--- config.mk ---
export PLATFORM = sky130hd
export DESIGN_NAME = gsms_top
export DESIGN_NICKNAME = d
export VERILOG_FILES = /design/src/pkg/gsms_pkg.sv /design/src/pkg/gsms_timer_if.sv /design/src/verilog/gsms_phase_timer.sv /design/src/verilog/gsms_top.sv
export VERILOG_INCLUDE_DIRS = /design/src /design/src/pkg
export SDC_FILE = /design/constraint.sdc
export NUM_CORES = 1
export LEC_CHECK = 0
export BUFFER_PORTS_ARGS = -buffer_cell sky130_fd_sc_hd__clkbuf_2
export CELL_PAD_IN_SITES_DETAIL_PLACEMENT = 0
export CELL_PAD_IN_SITES_GLOBAL_PLACEMENT = 1
export CORE_MARGIN = 2
export CORE_UTILIZATION = 50
export DETAILED_ROUTE_END_ITERATION = 7
export PLACE_DENSITY_LB_ADDON = 0.1
export SLEW_MARGIN = 20
export SYNTH_ARGS = -nofsm -noshare
export SYNTH_HDL_FRONTEND = slang
export SYNTH_SLANG_ARGS = --single-unit
--- constraint.sdc ---
create_clock -name MCLK -period 5.6 [get_ports MCLK]
set_input_delay 0 -clock MCLK [delete_from_list [all_inputs] [get_ports MCLK]]
set_output_delay 0 -clock MCLK [all_outputs]
set_load 0.01 [all_outputs]
--- src/pkg/gsms_defines.svh ---
// constants of the gas sensor measurement sequencer
`ifndef GSMS_DEFINES_SVH
`define GSMS_DEFINES_SVH

// clock rate in MHz (period 8 ns)
`define GSMS_CLK_MHZ 125
// nominal phase lengths in microseconds
`define GSMS_ACTIVE_US 1000
`define GSMS_SLEEP_US 5000
// phase lengths in clock cycles
`define GSMS_ACTIVE_CYC (`GSMS_ACTIVE_US * `GSMS_CLK_MHZ)
`define GSMS_SLEEP_CYC (`GSMS_SLEEP_US * `GSMS_CLK_MHZ)
// result words written back at the end of the active phase
`define GSMS_RESULT_WORDS 8
`define GSMS_ADC_WIDTH 16
// heater target during the active phase
`define GSMS_HEATER_LEVEL 8'h80
// status field positions
`define GSMS_STAT_RUN_BIT 7
`define GSMS_STAT_CFG_BIT 6
// reset values
`define GSMS_INT_N_RST 1'b1
`define GSMS_CFG_RST 1'b0

`endif

--- src/pkg/gsms_pkg.sv ---
// types of the gas sensor measurement sequencer
package gsms_pkg;

	// measurement sequence states
	typedef enum logic [1:0] {
		GSMS_READY,
		GSMS_ACTIVE,
		GSMS_WRITE,
		GSMS_SLEEP
	} gsms_state_e;

endpackage : gsms_pkg

--- src/pkg/gsms_timer_if.sv ---
// phase timer carrier between sequencer and timer
`timescale 1ns/1ns
interface gsms_timer_if;
	logic load;
	logic [31:0] len;
	logic expire;

	modport ctrl (output load, output len, input expire);
	modport tmr (input load, input len, output expire);
endinterface : gsms_timer_if

--- src/verilog/gsms_phase_timer.sv ---
// down counter timing one sequence phase
`timescale 1ns/1ns
module gsms_phase_timer (
	input wire logic clk,
	input wire logic rst,
	gsms_timer_if.tmr tif
);
	typedef struct packed {
		logic busy;
		logic [31:0] cnt;
	} gsms_tmr_s;

	gsms_tmr_s s_q;
	gsms_tmr_s s_d;

	// a load always wins so a phase can chain straight into the next
	always_comb begin
		s_d = s_q;
		if (tif.load) begin
			s_d.busy = 1'b1;
			s_d.cnt = tif.len - 32'h1;
		end else if (s_q.busy) begin
			if (s_q.cnt == 32'h0)
				s_d.busy = 1'b0;
			else
				s_d.cnt = s_q.cnt - 32'h1;
		end
	end

	always_ff @(posedge clk or posedge rst) begin
		if (rst)
			s_q <= '0;
		else
			s_q <= s_d;
	end

	// expiry marks the last cycle of the phase
	assign tif.expire = s_q.busy && (s_q.cnt == 32'h0);
endmodule : gsms_phase_timer

--- src/verilog/gsms_top.sv ---
// gas sensor measurement sequencer, device side
// Summary of operation
// - done pin falls when the active measurement phase finishes.
// - done pin stays low until the next accepted start or a reset, reads notwithstanding.
// - heater target nonzero while active; a sleep phase follows every active phase.
// - status ANDed with the active bit reads zero once measurement completes.
// - reset loses configuration; preparation is needed before measuring again.
`timescale 1ns/1ns
`include "gsms_defines.svh"
module gsms_top import gsms_pkg::*; #(
	parameter int ACTIVE_CYC = `GSMS_ACTIVE_CYC,
	parameter int SLEEP_CYC = `GSMS_SLEEP_CYC,
	parameter int RESULT_WORDS = `GSMS_RESULT_WORDS,
	parameter int ADC_WIDTH = `GSMS_ADC_WIDTH,
	parameter logic [7:0] HEATER_LEVEL = `GSMS_HEATER_LEVEL,
	localparam int IW = $clog2(RESULT_WORDS)
) (
	input wire logic MCLK,
	input wire logic RESET,
	input wire logic PREPARE,
	input wire logic START,
	input wire logic [ADC_WIDTH-1:0] ADC_IN,
	input wire logic RES_RD,
	input wire logic [IW-1:0] RES_IDX,
	output logic INT_N,
	output logic [7:0] HEATER_TGT,
	output logic [7:0] STATUS,
	output logic [ADC_WIDTH-1:0] RES_DATA,
	output logic RES_VLD,
	output logic ERR_CONFLICT
);
	// refuse settings the sequencer cannot serve
	if (ACTIVE_CYC < 1 || SLEEP_CYC < 1 || RESULT_WORDS < 2 || ADC_WIDTH < 1
			|| HEATER_LEVEL == 8'h00) begin : g_bad_param
		$error("gsms_top: invalid parameter value");
	end

	typedef struct packed {
		gsms_state_e st;
		logic int_n;
		logic cfg;
		logic [RESULT_WORDS-1:0][ADC_WIDTH-1:0] res;
		logic [IW-1:0] wr_idx;
		logic [ADC_WIDTH-1:0] rdata;
		logic rvld;
		logic err;
	} gsms_state_s;

	localparam gsms_state_s RST_VAL = '{
		st: GSMS_READY,
		int_n: `GSMS_INT_N_RST,
		cfg: `GSMS_CFG_RST,
		default: '0
	};

	// phase is running while heated or writing back results
	function automatic logic gsms_running(input gsms_state_e st);
		return (st == GSMS_ACTIVE) || (st == GSMS_WRITE);
	endfunction : gsms_running

	gsms_state_s s_q;
	gsms_state_s s_d;
	logic accept;
	gsms_timer_if tif ();

	gsms_phase_timer u_timer (
		.clk(MCLK),
		.rst(RESET),
		.tif(tif)
	);

	// sequence control, result write-back and result reads
	always_comb begin
		s_d = s_q;
		s_d.rvld = 1'b0;
		s_d.err = 1'b0;
		tif.load = 1'b0;
		tif.len = 32'(ACTIVE_CYC);
		// only a configured, idle sequencer takes a start
		accept = START && s_q.cfg && (s_q.st == GSMS_READY);
		if (PREPARE)
			s_d.cfg = 1'b1;
		case (s_q.st)
			GSMS_READY: begin
				if (accept) begin
					s_d.st = GSMS_ACTIVE;
					s_d.int_n = 1'b1;
					tif.load = 1'b1;
					tif.len = 32'(ACTIVE_CYC);
				end
			end
			GSMS_ACTIVE: begin
				if (tif.expire) begin
					s_d.st = GSMS_WRITE;
					s_d.wr_idx = '0;
					tif.load = 1'b1;
					tif.len = 32'(RESULT_WORDS);
				end
			end
			GSMS_WRITE: begin
				s_d.res[s_q.wr_idx] = ADC_IN;
				s_d.wr_idx = IW'(s_q.wr_idx + 1'b1);
				if (tif.expire) begin
					s_d.st = GSMS_SLEEP;
					s_d.int_n = 1'b0;
					tif.load = 1'b1;
					tif.len = 32'(SLEEP_CYC);
				end
			end
			GSMS_SLEEP: begin
				// done pin stays low here and in ready
				if (tif.expire)
					s_d.st = GSMS_READY;
			end
			default: begin
				s_d.st = GSMS_READY;
			end
		endcase
		// reads are always answered; during write-back the word may be torn
		if (RES_RD) begin
			s_d.rvld = 1'b1;
			s_d.err = (s_q.st == GSMS_WRITE);
			if (32'(RES_IDX) < RESULT_WORDS)
				s_d.rdata = s_q.res[RES_IDX];
			else
				s_d.rdata = '0;
		end
	end

	// reset drops configuration
	always_ff @(posedge MCLK or posedge RESET) begin
		if (RESET)
			s_q <= RST_VAL;
		else
			s_q <= s_d;
	end

	// outputs from state flip-flops
	assign INT_N = s_q.int_n;
	assign HEATER_TGT = gsms_running(s_q.st) ? HEATER_LEVEL : 8'h00;
	always_comb begin
		STATUS = 8'h00;
		STATUS[`GSMS_STAT_RUN_BIT] = gsms_running(s_q.st);
		STATUS[`GSMS_STAT_CFG_BIT] = s_q.cfg;
	end
	assign RES_DATA = s_q.rdata;
	assign RES_VLD = s_q.rvld;
	assign ERR_CONFLICT = s_q.err;
endmodule : gsms_top

== Yosys cells after proc, flatten, opt, wreduce, memory -nomap -nowiden ==
Index checks and enable logic that the tools add are counted.

* Register bits: 186
* Input bits: 24
* Output and inout port bits: 35
* Word-level logic and storage cells: 71

* $add $sub $neg: 3
* $lt $le $gt $ge: 3
* Eq/ne operators: 8
* Multiplexer cells: 25
* Reduce and logical (&&, ||, !) cells: 15

{| class="wikitable"
|+ Operators by type and width
! operator !! count
|-
| bitwise mux 128 bit || 1
|-
| 2-to-1 mux 33 bit || 2
|-
| one-hot mux 32 bit (2 select lines) || 1
|-
| subtractor 32 x 1 -> 32 bit (second input constant) || 2
|-
| binary-select mux 16 bit (select 3 bit) || 1
|-
| demux 16 bit (select 3 bit) || 1
|-
| logical NOT 32 bit || 1
|-
| 2-to-1 mux 16 bit || 2
|-
| 2-to-1 mux 32 bit || 1
|-
| 2-to-1 mux 20 bit || 1
|-
| 2-to-1 mux 17 bit || 1
|-
| inequality test 2 bit (second input constant) || 5
|-
| 2-to-1 mux 3 bit || 3
|-
| less-than comparator 3 x 4 -> 1 bit (second input constant) || 2
|-
| 2-to-1 mux 8 bit || 1
|-
| one-hot mux 2 bit (4 select lines) || 1
|-
| 2-to-1 mux 2 bit || 3
|-
| one-hot mux 3 bit (2 select lines) || 1
|-
| nonzero test 2 bit || 3
|-
| == test 2 bit (second input constant) || 2
|-
| logical AND 1 bit || 4
|-
| one-hot mux 1 bit (2 select lines) || 2
|-
| AND reduction 2 bit || 2
|-
| AND reduction 4 bit || 1
|-
| other kinds (8) || 10
|}

== Depth between registers and ports, before layout ==
* Depth in word-level cells: 6
* Gate-level depth with buffers: 9
* Depth with buffers taken out: 9

== Modules after synthesis ==
Synthesis repeated with hierarchy kept, for this count alone.

* Cells, all modules: 848
* Area, all modules: 9,957.0 µm²

{| class="wikitable"
|+ Modules (own cells, without submodules)
! module !! instances !! cells an instance !! area an instance (µm²) !! sequential area each (µm²)
|-
| gsms_top || 1 || 547 || 7,420.9 || 3,829.9
|-
| gsms_phase_timer || 1 || 301 || 2,536.2 || 825.8
|}

== Least setup slack after synthesis ==
No wires, ideal clock.

* Kind: reg-to-reg
* Start point: register s_q[151] (netlist bit)
* End point: register s_q[21] (netlist bit)
* Setup time: 125 ps
* Arrival time: 2,205 ps
* Data required time: 5,475 ps
* Slack: 3,270 ps
* Stages on the path, launching flop included: 8
* Path buffers: 2
* Period minus slack after synthesis: 2,330 ps
* Path through: dfrtp_1 > inv_1 > ha_1 > clkbuf_1 > nand2b_1 > nor3_1 > buf_2 > mux2_2

* Cells in the longest elaborated chain, start to end: 1

{| class="wikitable"
|+ RTL lines
! item !! RTL line !! source
|-
| start, declared || gsms_top.sv:61 || <nowiki>gsms_state_s s_q;</nowiki>
|-
| start signal, assigned || gsms_top.sv:133 || <nowiki>s_q <= RST_VAL;</nowiki>
|-
| start signal, assigned || gsms_top.sv:135 || <nowiki>s_q <= s_d;</nowiki>
|-
| == test 2 bit || gsms_top.sv:83 || <nowiki>case (s_q.st)</nowiki>
|}

No other way between the ends.
A chain may end at the register's enable or synchronous reset.

== Final worst setup path ==
* Start point: register s_q[151] (netlist bit)
* End point: register s_q[45] (netlist bit)

Same word-level chain as after synthesis.

==> impl_summary.txt <==
----------------------------------------------------
[Global route]
  GRT Max-Usage Layer ... met2
  Number of global-route vias before repair ... around 5,700
  Initial antenna violation count ... 0
  Pin count of the biggest net entering global routing ... 78
  Met3 usage in global routing ... 3.33%
  Met1 GRT Util ... 29.1%
  Wire length of the first global-routing pass ... about 30,000 um
  Global-route total usage across every layer ... 20.7%
  GRT Residual Overflow ... 0
  Global routing usage on met2 ... 33.2%

[Route]
  Wire length per cell after detailed routing ... roughly 19 um
  Vias/cell ... 5.64
  Total Routed Length ... 18,100 um
  Via count ... 5,483
  First DRT Iteration DRCs ... 340
  1st-pass router iterations ... 4
  Post-detailed-route count of antenna-violating nets ... 0
  # DRC ... 0

[Yosys]
  Async SR Flop Fraction ... 100%
  Main combinational cell family by area after synthesis ... multiplexers
  Number of library cell types mapped by synthesis ... 57
  Flip-flop and latch count after synthesis ... approximately 190
  Avg Cell Area, Syn ... 12.9 um^2
  Mux contribution to synthesized area ... roughly a quarter
  Count of flip-flops with a built-in enable after synthesis ... 0
  Synth Warn # ... 0
  Simple-gate portion of the synthesized area ... 10.4%
  Cell accounting for the most synthesized area ... dfrtp_1
  Complex-gate fraction of the synthesized area ... between 4 and 5%
  Xor and xnor fraction of the mapped netlist area ... 1.95%
  Main flop type after synthesis ... dfrtp_1
  Most frequent cells after synthesis ... dfrtp_1 (185), mux2_2 (128), nor2_1 (58)
  Cell count after synthesis ... 693
  Synth area leaders ... dfrtp_1 (52%), mux2_2 (16%), mux4_2 (8.0%)
  Cell area after technology mapping ... 8970 um^2
  Part of the Yosys area used for sequential elements ... 51.9%
  Share of the synthesized area in the top cell type ... 51.6%
  Most frequent cell after synthesis ... dfrtp_1
  Synth Area in Adders ... 0.976%

[Finish]
  Antenna diodes ... 0
  Share of cells above drive strength 1 ... a little over a third
  Filler Cell Count ... 1,451
  Count of nets after finishing ... 766
  Multi-input gate area in the final layout ... 3960 um^2
  Area of all sequential standard cells ... approximately 4700 um^2
  Cell area after layout ... 9990 um^2
  Syn-to-layout area delta ... 11.4%

[STA]
  Fmax achieved ... 362 MHz
  Finish-stage setup viols ... 0
  Fraction of the cycle the final worst path needs ... about 49%
  Final hold slack ... 0.0648 ns
  Slew at the pin closest to its max-slew limit ... 0.979 ns
  Final hold vios ... 0
  Final-report max-slew violation count ... 0
  Remaining max-slew budget at the tightest pin ... a little over a third
  Worst clock skew on the final layout ... 0.0115 ns
  Unrepaired setup endpoints after global routing ... false
  Final period demand of the worst path ... ~2.8 ns
  Final TNS setup ... 0 ns

[Setup path]
  Worst setup SP type ... register
  WP buf/inv ... 2
  WP data arrival ... ~3.1 ns
  Endpoint class of the critical path ... register
  Critical path fanouts, max ... 19
  Delay of the slowest cell on the worst path ... 0.62 ns
  Critical setup path kind ... register to register
  Slowest-stage cell, CP ... nor3b_2
  Critical path data required time ... 5.91 ns
  Cells along the critical path ... inv_1 -> ha_1 -> nand2b_1 -> nor3b_2 -> buf_4 -> mux2_2
  Family of cells with the greatest summed delay on the critical path ... simple AND/OR/NAND/NOR gates

[Placement]
  Post-Place Cell Area ... approximately 9000 um^2
  IO Port Bufs ... 45
  Placer congestion estimate ... 0.797
  Estimated wirelength of the detail-placed design ... 11,700 um

[Min path]
  Hold Crit Class ... input port to register

[Power]
  Leak Pwr ... 4.32 nW
  Max rail drop VDD ... 0.228 mV
  Areal power density over the cells ... 279 nW/um^2

[Die]
  Total Die Area ... roughly 19,000 um^2
  Horizontal die dimension ... 138 um
  Placeable core region ... 17,400 um^2
  # rows ... 48
  Starting Density ... between 50 and 60%
  Vert. Die Dim ... 138 um
  I/O Pins ... 59

[Clock network]
  Worst-Skew Late Latency ... 0.43 ns
  Root Buffer ... clkbuf_16
  Hold buffer count at CTS ... 18
  Maximum count of clock buffers along a single path ... 2
  TritonCTS clock tree ... done
  Post-CTS sizing ... 0
  Post CTS Setup Buffer Count ... 0
  TritonCTS Sinks ... 186
  Number of buffers added by the clock tree synthesis step ... 17
  CTS H-tree depth ... 4
  Clock-pin slew on the worst setup and hold paths ... 0.07 ns

[Outcome]
  Outcome ... complete, no violations

[Run]
  Max capacitance violation total ... 0

----------------------------------------------------
-- kinds of logic (layout without fill, tap and decap cells) --
logic type      after synthesis  after routing
flops                       186            186
mux                         177            177
simple gates                167            167
buf+inv                      74            117
compound gates               61             61
xor+xnor                     20             20
fa+ha+maj                     7              7
other cells                   1             13
-- final timing paths --
check                           slack, ns  cells after the start                 endpoint                 start
worst min register to register       0.50                      1     s_q[119]$_DFFE_PP0P_  s_q[119]$_DFFE_PP0P_
worst max-delay path                 2.84                      6      s_q[45]$_DFFE_PP0P_  s_q[151]$_DFFE_PP0P_
max in group asynchronous            4.12                      4  RES_DATA[8]$_DFFE_PP0P_                 RESET
worst max register to register       2.84                      6      s_q[45]$_DFFE_PP0P_  s_q[151]$_DFFE_PP0P_
worst min-delay path                 0.06                      4     s_q[152]$_DFFE_PP0P_                 START
min in group asynchronous            0.24                      3      s_q[83]$_DFFE_PP0P_                 RESET
-- final cells by class --
| cell class | count | share of cell area [%] |
|---|---|---|
| tap | 225 | 2.82 |
| inverter | 11 | 0.463 |
| sequential | 186 | 46.6 |
| clock inverter | 14 | 1.13 |
| multi-input combinational | 445 | 39.6 |
| clock buffer | 18 | 4.39 |
| timing repair buffer | 74 | 5.00 |
-- per-stage QoR --
step	utilization (%)	cells	total power, mW	setup WS, ns
3_3_place_gp	53.0	920	1.67	2.76
3_5_place_dp	53.0	920	1.68	2.70
4_1_cts	57.2	970	2.82	2.64
2_1_floorplan	-	705	1.63	0.545
6_report	57.4	973	2.79	2.84
5_1_grt	57.4	973	2.90	2.59
-- worst register-to-register path: stages (launching register included) --
cell	delay, ns
dfrtp_1	0.43
inv_1	0.10
ha_1	0.55
nand2b_1	0.23
nor3b_2	0.62
buf_4	0.35
mux2_2	0.36
-- layout by cell type, fill, tap and decap left out, types with 3 or more instances in the layout --
| cell | synthesis | layout |
|---|---|---|
| inv_1 | 11 | 10 |
| nand3_1 | 11 | 11 |
| or2_2 | 3 | 3 |
| nor2_1 | 58 | 58 |
| nand4b_1 | 5 | 5 |
| buf_6 | 0 | 3 |
| buf_4 | 32 | 8 |
| clkinvlp_4 | 0 | 3 |
| nand2_1 | 28 | 28 |
| nor3_1 | 16 | 14 |
| mux2i_1 | 17 | 17 |
| ha_1 | 7 | 7 |
| inv_6 | 0 | 5 |
| nor3_2 | 1 | 3 |
| a21oi_1 | 24 | 24 |
| clkbuf_16 | 0 | 17 |
| dlygate4sd3_1 | 0 | 18 |
| mux2_2 | 128 | 128 |
| dfrtp_1 | 185 | 185 |
| nand2b_1 | 3 | 3 |
| or4_1 | 3 | 3 |
| xnor2_1 | 7 | 7 |
| mux4_2 | 32 | 32 |
| o21ai_0 | 17 | 17 |
| nor3b_1 | 3 | 3 |
| and3_1 | 6 | 6 |
| conb_1 | 1 | 13 |
| a22o_1 | 3 | 3 |
| xor2_1 | 13 | 13 |
| or3_1 | 5 | 5 |
| clkbuf_2 | 0 | 45 |
| nor4_1 | 3 | 3 |
| clkinv_2 | 0 | 3 |
| a31oi_1 | 3 | 3 |
| nor4_2 | 3 | 3 |
-- layer usage --
metal,vias up,wire [um]
met2,98,8690
met5,-,0
met3,15,530
met1,2816,8720
li1,2554,-
met4,0,180
-- power by group --
part	internal, mW	total (mW)	switching (mW)
clock network	0.590	1.13	0.538
registers	1.41	1.44	0.0317
logic	0.110	0.220	0.110
total	2.11	2.79	0.680
-- flip-flops by register name, indices dropped and copies added (netlist names) --
| register | cells |
|---|---|
| s_q | 133 |
| u_timer.s_q | 33 |
| RES_DATA | 16 |
| ERR_CONFLICT | 1 |
| INT_N | 1 |
| RES_VLD | 1 |
| STATUS | 1 |
Note: power is estimated with default switching activity, not from simulation.
